## config.mk

```make
export PLATFORM = sky130hd
export DESIGN_NAME = cgsb_bank
export DESIGN_NICKNAME = d
export VERILOG_FILES = /design/src/cgsb_pkg.sv /design/src/cgsb_regfile.sv /design/src/cgsb_bank.sv
export SDC_FILE = /design/constraint.sdc
export NUM_CORES = 1
export LEC_CHECK = 0
export BUFFER_PORTS_ARGS = -buffer_cell sky130_fd_sc_hd__buf_2
export CORE_AREA = 2 2 130 120
export DETAILED_ROUTE_END_ITERATION = 12
export DIE_AREA = 0 0 132 122
export HOLD_SLACK_MARGIN = 0.02
export REMOVE_ABC_BUFFERS = 1
export SYNTH_ARGS = -nofsm -noshare
export SYNTH_HDL_FRONTEND = slang
export SYNTH_SLANG_ARGS = --single-unit
```

## constraint.sdc

```tcl
create_clock -name clock_in -period 5.25 [get_ports clock_in]
set_clock_uncertainty 0.05 [all_clocks]
set_input_delay 0 -clock clock_in [delete_from_list [all_inputs] [get_ports clock_in]]
set_output_delay 0 -clock clock_in [all_outputs]
set_load 0.05 [all_outputs]
```

## src/cgsb_pkg.sv

```systemverilog
/*
  cgsb_pkg: constants and carrier types for the identification and side-band
  register bank of a clock generator (bytes 8 to 16).
  Assumes: byte-wide register port, 5-bit byte address.
*/
package cgsb_pkg;

  localparam int CGSB_ADDR_W = 5;
  localparam int CGSB_NUM_OUT = 20;
  localparam int CGSB_SHIFT_W = 20;

  // register offsets
  localparam logic [4:0] CGSB_OFS_VENDOR_REVISION_ID = 5'h08;
  localparam logic [4:0] CGSB_OFS_PART_IDENTIFICATION = 5'h09;
  localparam logic [4:0] CGSB_OFS_BLOCK_READ_LENGTH = 5'h0A;
  localparam logic [4:0] CGSB_OFS_SIDEBAND_OVERRIDE_LOW = 5'h0B;
  localparam logic [4:0] CGSB_OFS_SIDEBAND_OVERRIDE_MID = 5'h0C;
  localparam logic [4:0] CGSB_OFS_SIDEBAND_OVERRIDE_HIGH = 5'h0D;
  localparam logic [4:0] CGSB_OFS_SIDEBAND_STATE_LOW = 5'h0E;
  localparam logic [4:0] CGSB_OFS_SIDEBAND_STATE_MID = 5'h0F;
  localparam logic [4:0] CGSB_OFS_SIDEBAND_STATE_HIGH = 5'h10;

  // field layout
  localparam int CGSB_REV_LSB = 4;
  localparam int CGSB_TYPE_LSB = 6;
  localparam logic [7:0] CGSB_LENGTH_MASK = 8'h3F;
  localparam logic [7:0] CGSB_HIGH_MASK = 8'h0F;

  // reset values
  localparam logic [3:0] CGSB_REVISION_RST = 4'h0;
  localparam logic [5:0] CGSB_LENGTH_RST = 6'h08;
  localparam logic [7:0] CGSB_OVERRIDE_RST = 8'h00;
  localparam logic [19:0] CGSB_STATE_RST = 20'hFFFFF;

  // output index map in the 20-bit vectors: 19 clock outputs plus platform time
  localparam int CGSB_IDX_FAST0 = 0;
  localparam int CGSB_IDX_SEL8 = 7;
  localparam int CGSB_IDX_SEL0 = 8;
  localparam int CGSB_IDX_SLOW0 = 16;
  localparam int CGSB_IDX_PFT = 19;
  localparam int CGSB_NUM_FAST = 7;

  typedef enum logic [1:0] {
    CGSB_CLOCK_GENERATOR_TYPE = 2'h0,
    CGSB_ZERO_DELAY_BUFFER_TYPE = 2'h1,
    CGSB_RESERVED_TYPE = 2'h2,
    CGSB_NONZERO_DELAY_BUFFER_TYPE = 2'h3
  } cgsb_dev_type_t;

  typedef struct packed {
    logic wr;
    logic rd;
    logic [4:0] addr;
    logic [7:0] wdata;
  } cgsb_req_t;

endpackage : cgsb_pkg

```

## src/cgsb_regfile.sv

```systemverilog
/*
  cgsb_regfile: registered byte read mux for the bank.
  Assumes: the bank image is presented flat; one read per request cycle.
*/
`timescale 1ns/1ps
`default_nettype none
module cgsb_regfile
  import cgsb_pkg::*;
(
  input wire logic clock_in,
  input wire logic rst_n_in,
  input wire logic rd_in,
  input wire logic [CGSB_ADDR_W-1:0] addr_in,
  input wire logic [71:0] image_in,
  output logic [7:0] rdata_out,
  output logic rvalid_out
);

  function automatic logic [7:0] pick(input logic [4:0] a, input logic [71:0] img);
    logic [7:0] r;
    r = 8'h00;
    if (a >= CGSB_OFS_VENDOR_REVISION_ID && a <= CGSB_OFS_SIDEBAND_STATE_HIGH) begin
      r = img[8*(32'(a) - 8) +: 8];
    end
    return r;
  endfunction : pick

  always_ff @(posedge clock_in or negedge rst_n_in) begin
    if (!rst_n_in) begin
      rdata_out <= 8'h00;
      rvalid_out <= 1'b0;
    end else begin
      rvalid_out <= rd_in;
      if (rd_in) begin
        rdata_out <= pick(addr_in, image_in);
      end
    end
  end

endmodule : cgsb_regfile
`default_nettype wire

```

## src/cgsb_bank.sv

```systemverilog
/*
  cgsb_bank: identification, block read length, side-band override and
  side-band state registers, plus per-output enable resolution.
  Assumes: register requests come from an SMBus slave on clock_in; the
  side-band load strobe and enable pins are asynchronous and synchronised here.
*/
`timescale 1ns/1ps
`default_nettype none
module cgsb_bank
  import cgsb_pkg::*;
#(
  parameter logic [3:0] VENDOR_CODE = 4'h5,    // arbitrary value
  parameter logic [5:0] PART_CODE = 6'h2A,     // arbitrary value
  parameter logic [1:0] DEVICE_TYPE = CGSB_CLOCK_GENERATOR_TYPE
)(
  input wire logic clock_in,
  input wire logic arst_n_in,
  input wire cgsb_req_t req_in,
  output logic [7:0] rdata_out,
  output logic rvalid_out,
  input wire logic sideband_load_in,
  input wire logic [CGSB_SHIFT_W-1:0] sideband_shift_in,
  input wire logic [CGSB_NUM_OUT-1:0] smbus_enable_in,
  input wire logic [CGSB_NUM_FAST-1:0] fast_enable_n_in,
  output logic [CGSB_NUM_OUT-1:0] output_enable_out,
  output logic [5:0] block_read_length_out
);

  logic rst_s1_q;
  logic rst_n_q;
  logic load_s1_q;
  logic load_s2_q;
  logic load_s3_q;
  logic [CGSB_SHIFT_W-1:0] shift_s1_q;
  logic [CGSB_SHIFT_W-1:0] shift_s2_q;
  logic [CGSB_NUM_FAST-1:0] pin_s1_q;
  logic [CGSB_NUM_FAST-1:0] pin_s2_q;
  logic [3:0] revision_q;
  logic [5:0] length_q;
  logic [CGSB_NUM_OUT-1:0] override_q;
  logic [CGSB_NUM_OUT-1:0] state_q;
  logic [CGSB_NUM_OUT-1:0] enable_d;
  logic [71:0] image;

  // reset release through two flops
  always_ff @(posedge clock_in or negedge arst_n_in) begin
    if (!arst_n_in) begin
      rst_s1_q <= 1'b0;
      rst_n_q <= 1'b0;
    end else begin
      rst_s1_q <= 1'b1;
      rst_n_q <= rst_s1_q;
    end
  end

  // pin synchronisers
  always_ff @(posedge clock_in or negedge rst_n_q) begin
    if (!rst_n_q) begin
      load_s1_q <= 1'b0;
      load_s2_q <= 1'b0;
      load_s3_q <= 1'b0;
      shift_s1_q <= '0;
      shift_s2_q <= '0;
      pin_s1_q <= '1;
      pin_s2_q <= '1;
    end else begin
      load_s1_q <= sideband_load_in;
      load_s2_q <= load_s1_q;
      load_s3_q <= load_s2_q;
      shift_s1_q <= sideband_shift_in;
      shift_s2_q <= shift_s1_q;
      pin_s1_q <= fast_enable_n_in;
      pin_s2_q <= pin_s1_q;
    end
  end

  // revision is constant after power-up
  always_ff @(posedge clock_in or negedge rst_n_q) begin
    if (!rst_n_q) begin
      revision_q <= CGSB_REVISION_RST;
    end else begin
      revision_q <= revision_q;
    end
  end

  // writable registers; other addresses and reserved bits drop the write
  always_ff @(posedge clock_in or negedge rst_n_q) begin
    if (!rst_n_q) begin
      length_q <= CGSB_LENGTH_RST;
      override_q <= '0;
    end else if (req_in.wr) begin
      case (req_in.addr)
        CGSB_OFS_BLOCK_READ_LENGTH: begin
          length_q <= req_in.wdata[5:0];
        end
        CGSB_OFS_SIDEBAND_OVERRIDE_LOW: begin
          override_q[7:0] <= req_in.wdata;
        end
        CGSB_OFS_SIDEBAND_OVERRIDE_MID: begin
          override_q[15:8] <= req_in.wdata;
        end
        CGSB_OFS_SIDEBAND_OVERRIDE_HIGH: begin
          override_q[19:16] <= req_in.wdata[3:0];
        end
        default: begin
          length_q <= length_q;
        end
      endcase
    end
  end

  // rising edge of the synchronised load latches the shift register
  always_ff @(posedge clock_in or negedge rst_n_q) begin
    if (!rst_n_q) begin
      state_q <= CGSB_STATE_RST;
    end else if (load_s2_q && !load_s3_q) begin
      state_q <= shift_s2_q;
    end
  end

  // per-output enable resolution
  always_comb begin
    for (int i = 0; i < CGSB_NUM_OUT; i++) begin
      enable_d[i] = smbus_enable_in[i] && (override_q[i] || state_q[i]);
      if (i < CGSB_NUM_FAST) begin
        enable_d[i] = enable_d[i] && !pin_s2_q[i];
      end
    end
  end

  always_ff @(posedge clock_in or negedge rst_n_q) begin
    if (!rst_n_q) begin
      output_enable_out <= '0;
      block_read_length_out <= CGSB_LENGTH_RST;
    end else begin
      output_enable_out <= enable_d;
      block_read_length_out <= length_q;
    end
  end

  // flat bank image, byte 8 in the low lane
  assign image = {
    4'h0, state_q[19:16],
    state_q[15:8],
    state_q[7:0],
    4'h0, override_q[19:16],
    override_q[15:8],
    override_q[7:0],
    2'h0, length_q,
    DEVICE_TYPE, PART_CODE,
    revision_q, VENDOR_CODE
  };

  cgsb_regfile u_regfile (
    .clock_in(clock_in),
    .rst_n_in(rst_n_q),
    .rd_in(req_in.rd),
    .addr_in(req_in.addr),
    .image_in(image),
    .rdata_out(rdata_out),
    .rvalid_out(rvalid_out)
  );

endmodule : cgsb_bank
`default_nettype wire

```

# After elaboration in Yosys (flattened, before gate mapping)
# Cells that the tools add are included.
# op_classes
addsub	1
n_lt_le_gt_ge	2
eq_ne	4
shifts	1
muxes	1
n_reduce_logical	61
# op_table
op	n
variable part select 72 x 33 -> 8 bit	1
logical AND 1 bit	29
== test 5 x 4 -> 1 bit (second input constant)	4
logical OR 1 bit	20
logical NOT 1 bit	8
2-to-1 mux 8 bit	1
AND reduction 2 bit	4
subtractor 5 x 4 -> 6 bit (second input constant)	1
>= comparator 5 x 4 -> 1 bit (second input constant)	1
<= comparator 5 bit (second input constant)	1
# word_totals
ff_bits	140
inputBits	65
out_inout_bits	35
wordCells	88

# Logic depth before layout (Yosys ltp)
# Gate-level depths: netlist of the first run.
# logic_depth
word_depth	3
ltp_mapped	8

# By module
# From an unflattened synthesis of the first run, not the netlist that was laid out.
# hier_totals
hier_cells	296
area_unflattened_um2	5118.7
# by_module_without_submodules
module	instances	cells_each	area_each_um2
cgsb_bank	1	218	4149.0
cgsb_regfile	1	78	969.7

# Least setup slack after synthesis of the first run
# Ideal clock, no wire load.
# synth_path
path_type	input to register
startpoint	input req_in[11] (netlist bit)
endpoint	register u_regfile.rdata_out[3]
t_arrival_ns	1.382
path_slack_ns	3.697
cell_stages	8
path_buffers	2
cell_sequence	buf_6 inv_1 ha_1 nor2b_1 clkbuf_1 a21o_1 a221o_1 a32o_1
# synth_between
elab_chain_cells	3
elab_cells_between_ends	6
classes_between	add/sub (1); order compare (2); shift (1); mux (1); reduce/logical (1)
# synth_rtl
element	line	text
start, declared	cgsb_bank.sv:18	input wire cgsb_req_t req_in,
subtractor 5 x 4 -> 6 bit, or another cell as far along	cgsb_regfile.sv:23	r = img[8*(32'(a) - 8) +: 8];
variable part select 72 x 33 -> 8 bit or logical AND 1 bit (tied branches)	cgsb_regfile.sv:23, cgsb_regfile.sv:22	
2-to-1 mux 8 bit *	cgsb_regfile.sv:22	if (a >= CGSB_OFS_VENDOR_REVISION_ID && a <= CGSB_OFS_SIDEBAND_STATE_HIGH) begin
end signal, assigned	cgsb_regfile.sv:35	rdata_out <= pick(addr_in, image_in);
end, declared	cgsb_regfile.sv:15	output logic [7:0] rdata_out,
# Every way passes the cells marked *; elsewhere a longest branch is shown, timed or not.
# A chain may end at the register's enable or synchronous reset.

==> impl_metrics.json, run 1 <==
{
  "clk_pin_slew_ns": 0.06,
  "grt-ovfl-total": 0,
  "slowest_stage": "dfrtp_4",
  "p_clk_share_pct": 42.5,
  "yosys.area_share.simple_pct": 5.19,
  "async_flop_share_pct": 100,
  "dp_hpwl_mm": 6.95,
  "cts.sinks": 140,
  "critPathKind": "flip-flop to asynchronous set/reset pin",
  "io_pins": 100,
  "path_max_fanout": 86,
  "syn-mean-instance-area_um2": 16.2,
  "hp-class": "input pin to flip-flop",
  "synth_area_um2": 5060,
  "synth_compound_area_share_pct": 7.05,
  "htreeDepth": 4,
  "first_pass_iters": 4,
  "p_sw_share_pct": 25.8,
  "required_ns": 5.68,
  "leakagePower_nw": 3.19,
  "synth_xor_area_share_pct": 0,
  "yosysUniqueCellTypes": 46,
  "num_rows": 43,
  "grt_pass1_vias": 3293,
  "slew_violations": 0,
  "critPathMaxStageDelay_ns": 1.12,
  "timing.critical_path.buf_inv": 1,
  "fill_cells": 1359,
  "hold_ws_ns": 0.0565,
  "layout.nets": 545,
  "fmax_mhz": 544,
  "ys_seq_area_share_pct": 70.1,
  "root_buffer": "clkbuf_16",
  "yosys_warnings": 0,
  "hold_violations": 0,
  "cts_tree": "built",
  "io_buffers": 99,
  "final_common_cell": "dfrtp_1",
  "status": "completed",
  "fin_crit_sh_pct": 35.0,
  "tns_ns": 0,
  "antenna_found_initial": 0,
  "core_area_um2": 14900,
  "syn_inst": 312,
  "fin_crit_ns": 1.84,
  "rsz0062_at_grt": "false",
  "slew_headroom_pct": 21.4,
  "path_cells": "buf_4",
  "wire_per_inst_um": 15.5,
  "finalPower_w": 0.00287,
  "p_switching_w": 0.000740,
  "ant_nets": 0,
  "power_frac_comb_pct": 12.5,
  "cts.path.max_buffers": 2,
  "diodes": 0,
  "drive_above_1_share_pct": 46.7,
  "drc": 0,
  "critPathLaunch": "rst_n_q",
  "grt_start_max_net_pins": 87,
  "numCtsBuffers": 17,
  "worst_slew_pin_slew_ns": 1.17,
  "grt_usage_pct": 14.2,
  "ir_drop_uv": 227,
  "die_h_um": 122,
  "yosys_most_used_dff": "dfrtp_1",
  "gp_congestion": 0.787,
  "start_kind": "flip-flop",
  "pwr-share-seq_pct": 45.1,
  "cts_setup_buffers": 0,
  "critPathCaptureType": "asynchronous set/reset pin",
  "ys_seq_elements": 140,
  "finalSetupViolCount": 0,
  "synth_fa_ha_area_share_pct": 0.742,
  "start_util_pct": 34.0,
  "areaGrowthSynthToFinish_pct": 36.8,
  "critPathTopFamily": "flip-flops",
  "worstPathArrival_ns": 2.27,
  "drtIter0Drc": 149,
  "most-common-layout-cells": "dfrtp_1, buf_2, dlygate4sd3_1",
  "worst_skew_pair.late_latency_ns": 0.41,
  "powerDensity_nw_per_um2": 415,
  "grt_pass1_wl_mm": 17.3,
  "drv_cap": 0,
  "r2r_start": "rst_n_q",
  "synth_top_family_by_area": "multiplexers",
  "dieArea_um2": 16100,
  "vias": 3110,
  "die_w_um": 132,
  "synth_enable_flop_cells": 0,
  "viasPerCell": 4.49,
  "min_from": "req_in[10]",
  "synth.area.mux_share_pct": 14.1,
  "p_int_w": 0.00213,
  "wl_mm": 10.7
}
power groups by stage:
| stage | Sequential (W) | Combinational [W] | Clock, W |
|---|---|---|---|
| 4_1_cts | 0.00130 | 0.000363 | 0.00126 |
| 5_1_grt | 0.00131 | 0.000384 | 0.00131 |
| 6_report | 0.00129 | 0.000358 | 0.00122 |
| 2_1_floorplan | 0.00139 | 0.000134 | 0 |
| 3_3_place_gp | 0.00131 | 0.000321 | 0 |
| 3_5_place_dp | 0.00131 | 0.000328 | 0 |
cells by family (layout without fill, tap and decap cells):
group | Yosys count | count (layout)
flops | 140 | 140
mux | 56 | 56
compound gates | 49 | 49
simple gates | 40 | 40
buf+inv | 23 | 201
fa+ha+maj | 3 | 3
other cells | 1 | 1
routing by layer:
metal | track usage, % | vias to the layer above | share of wire (%)
met5 | 0 | - | 0
met4 | 4.42 | 0 | 0.90
met3 | 4.83 | 9 | 4.5
met2 | 22.9 | 82 | 49
met1 | 18.3 | 1576 | 45
li1 | - | 1443 | -
cell usage after synthesis (7+ instances only):
cell,n,area [um^2]
o21a_1,13,97.6
inv_1,10,37.5
nor3b_1,7,52.6
mux2_4,11,165
dfstp_2,36,946
mux2_2,37,417
nor2_1,9,33.8
a21oi_1,7,35.0
dfrtp_1,104,2600
area by class of cell:
type	count	area [um^2]	area share (%)
timing repair buffer	159	1090	15.8
tap	202	253	3.65
multi-input combinational	149	1380	19.9
clock inverter	14	184	2.66
sequential	140	3550	51.3
inverter	10	37.5	0.542
clock buffer	18	429	6.20
registers in the layout, summed over array words and instances, names as in the netlist, 6 cells and up:
name                   count
output_enable_out         20
override_q                20
shift_s1_q                20
shift_s2_q                20
state_q                   20
u_regfile.rdata_out        8
pin_s1_q                   7
pin_s2_q                   7
block_read_length_out      6
length_q                   6
through the flow:
stage / std cells / utilization [%] / setup WS [ns] / instance area, um^2
after floorplan: 299 / - / 1.07 / 4960
after global placement: 601 / 38.4 / 3.37 / 5720
after detailed placement: 601 / 38.4 / 3.28 / 5720
after CTS: 692 / 46.5 / 3.28 / 6920
after global routing: 692 / 46.5 / 3.07 / 6920
final: 692 / 46.5 / 3.41 / 6920
worst paths after layout:
check                                          to  slack, ns  cells after the start
setup / recovery             u_regfile.rvalid_out       3.41                      1
hold reg to reg                    shift_s2_q[17]       0.30                      0
hold / removal             u_regfile.rdata_out[7]       0.06                      3
max in group clock_in                  state_q[0]       3.42                      2
min in group asynchronous                rst_s1_q       0.39                      3
setup reg to reg             u_regfile.rvalid_out       3.41                      1
timing repair:
| action | 4_1_cts | 5_1_grt |
|---|---|---|
| hold endpoints to repair | 81 | 0 |
| hold buffers | 59 | 0 |
| resized for setup | 0 | 0 |
Note: power is estimated with default switching activity, not from simulation.
==> inputs of run 2 (changes only) <==
- clock period: 5.25 -> 1.7 ns (I/O delays scaled with it)
==> run 2 against run 1 <==
  * Sequential cell count stayed put
  * Fmax is 28% higher
  * Setup slack worse by 3.1 ns
  * Register-to-register slack worse by 3.1 ns
  * Final cell count is 1.7% higher
  * Sequential share of layout area is 0.72 points lower
  * Sequential power grew to 3.1 times the previous value
==> impl_metrics.json, run 2 (synthesized netlist as in run 1, its figures left out) <==
{
  "cp.depth": 4,
  "num_rows": 43,
  "worstPathArrival_ns": 1.68,
  "status": "completed",
  "root_buffer": "clkbuf_16",
  "core_area_um2": 14900,
  "final_common_cell": "dfrtp_1",
  "layout.nets": 558,
  "worst_skew_pair.late_latency_ns": 0.41,
  "grt_usage_pct": 14.6,
  "gp_congestion": 0.898,
  "critPathKind": "flip-flop to flip-flop",
  "first_pass_iters": 4,
  "hold_ws_ns": 0.0417,
  "utilization_pct": 47.1,
  "finalPower_w": 0.00871,
  "rsz0062_at_grt": "false",
  "dpl_cell_area_um2": 5850,
  "ir_drop_uv": 666,
  "cts.path.max_buffers": 2,
  "slew_violations": 0,
  "areaGrowthSynthToFinish_pct": 38.8,
  "hold_path_end": "u_regfile.rdata_out[7]",
  "dp_hpwl_mm": 7.59,
  "hold-path-cell-count": 3,
  "path_cells": "mux4_2 -> a21oi_1 -> nor3_1 -> a22o_1",
  "antenna_found_initial": 0,
  "fin_crit_sh_pct": 84.4,
  "critPathMaxStageDelay_ns": 0.46,
  "fmax_mhz": 697,
  "wl_mm": 10.9,
  "power_frac_comb_pct": 13.3,
  "start_kind": "flip-flop",
  "p_switching_w": 0.00221,
  "critPathTopFamily": "multiplexers",
  "die_w_um": 132,
  "p_sw_share_pct": 25.4,
  "wire_per_inst_um": 15.5,
  "slowest_stage": "mux4_2",
  "min_from": "req_in[10]",
  "final_area_um2": 7020,
  "ant_nets": 0,
  "reg2regPathDepth": 4,
  "numCtsBuffers": 17,
  "powerDensity_nw_per_um2": 1240,
  "required_ns": 1.95,
  "start_util_pct": 34.0,
  "die_h_um": 122,
  "viasPerCell": 4.48,
  "clk_pin_slew_ns": 0.06,
  "dieArea_um2": 16100,
  "r2r_slack_ns": 0.27,
  "fin_crit_ns": 1.43,
  "grt-ovfl-total": 0,
  "diodes": 0,
  "grt_pass1_wl_mm": 17.9,
  "hold_violations": 0,
  "drc": 0,
  "path_max_fanout": 3,
  "io_buffers": 99,
  "drive_above_1_share_pct": 48.0,
  "finalSetupViolCount": 0,
  "hp-class": "input pin to flip-flop",
  "p_clk_share_pct": 40.8,
  "grt_start_max_net_pins": 43,
  "pwr-share-seq_pct": 45.9,
  "r2r_start": "override_q[18]",
  "grt_pass1_vias": 3419,
  "critPathCaptureType": "flip-flop",
  "r2r-end": "u_regfile.rdata_out[2]",
  "p_int_w": 0.00650,
  "timing.critical_path.buf_inv": 0,
  "cts_tree": "built",
  "drv_cap": 0,
  "cts.sinks": 140,
  "tns_ns": 0,
  "leakagePower_nw": 3.27,
  "most-common-layout-cells": "dfrtp_1, buf_2, dlygate4sd3_1",
  "post_cts_resized": 0,
  "drtIter0Drc": 133,
  "io_pins": 100,
  "vias": 3154,
  "htreeDepth": 4
}
==> run 2: worst reg2reg max path: stages, from the launching register on <==
cell	delay (ns)
dfrtp_1	0.40
mux4_2	0.46
a21oi_1	0.16
nor3_1	0.07
a22o_1	0.19
==> run 2: cell type report <==
type | count | area, um^2
timing repair buffer | 172 | 1230
tap | 202 | 253
multi-input combinational | 149 | 1380
fill | 1364 | 7880
sequential | 140 | 3550
inverter | 10 | 37.5
clock inverter | 12 | 121
clock buffer | 19 | 453
==> run 2: repair_timing <==
action,4_1_cts,5_1_grt
buffers inserted,0,0
hold endpoints to repair,81,0
hold buffers,60,0
==> run 2: worst max path at each step <==
stage / start / endpoint / slack (ns)
final: override_q[18] / u_regfile.rdata_out[2] / 0.27
after global routing: override_q[18] / u_regfile.rdata_out[2] / 0.20
after CTS: override_q[18] / u_regfile.rdata_out[2] / 0.25
after detailed placement: req_in[11] / u_regfile.rdata_out[3] / 0.04
after global placement: req_in[11] / u_regfile.rdata_out[3] / 0.14
after floorplan: rst_n_q / block_read_length_out[0] / -2.48
==> run 2: power by group through the flow <==
stage / combinational, W / sequential (W) / clock (W)
3_3_place_gp: 0.00104 / 0.00405 / 0
3_5_place_dp: 0.00106 / 0.00405 / 0
4_1_cts: 0.00118 / 0.00400 / 0.00366
2_1_floorplan: 0.000414 / 0.00428 / 0
6_report: 0.00116 / 0.00400 / 0.00355
5_1_grt: 0.00125 / 0.00404 / 0.00381
==> run 2: stage by stage <==
step | setup WS, ns | instances
after floorplan | -2.48 | 299
after global placement | 0.141 | 613
after detailed placement | 0.0441 | 613
after CTS | 0.253 | 704
after global routing | 0.202 | 704
final | 0.266 | 704
==> run 2: layer usage <==
layer,track usage (%),up-vias,share of wire (%)
met4,4.28,0,0.87
met2,24.0,92,49
met1,18.6,1584,45
met5,0,-,0
met3,4.58,10,4.8
li1,-,1468,-
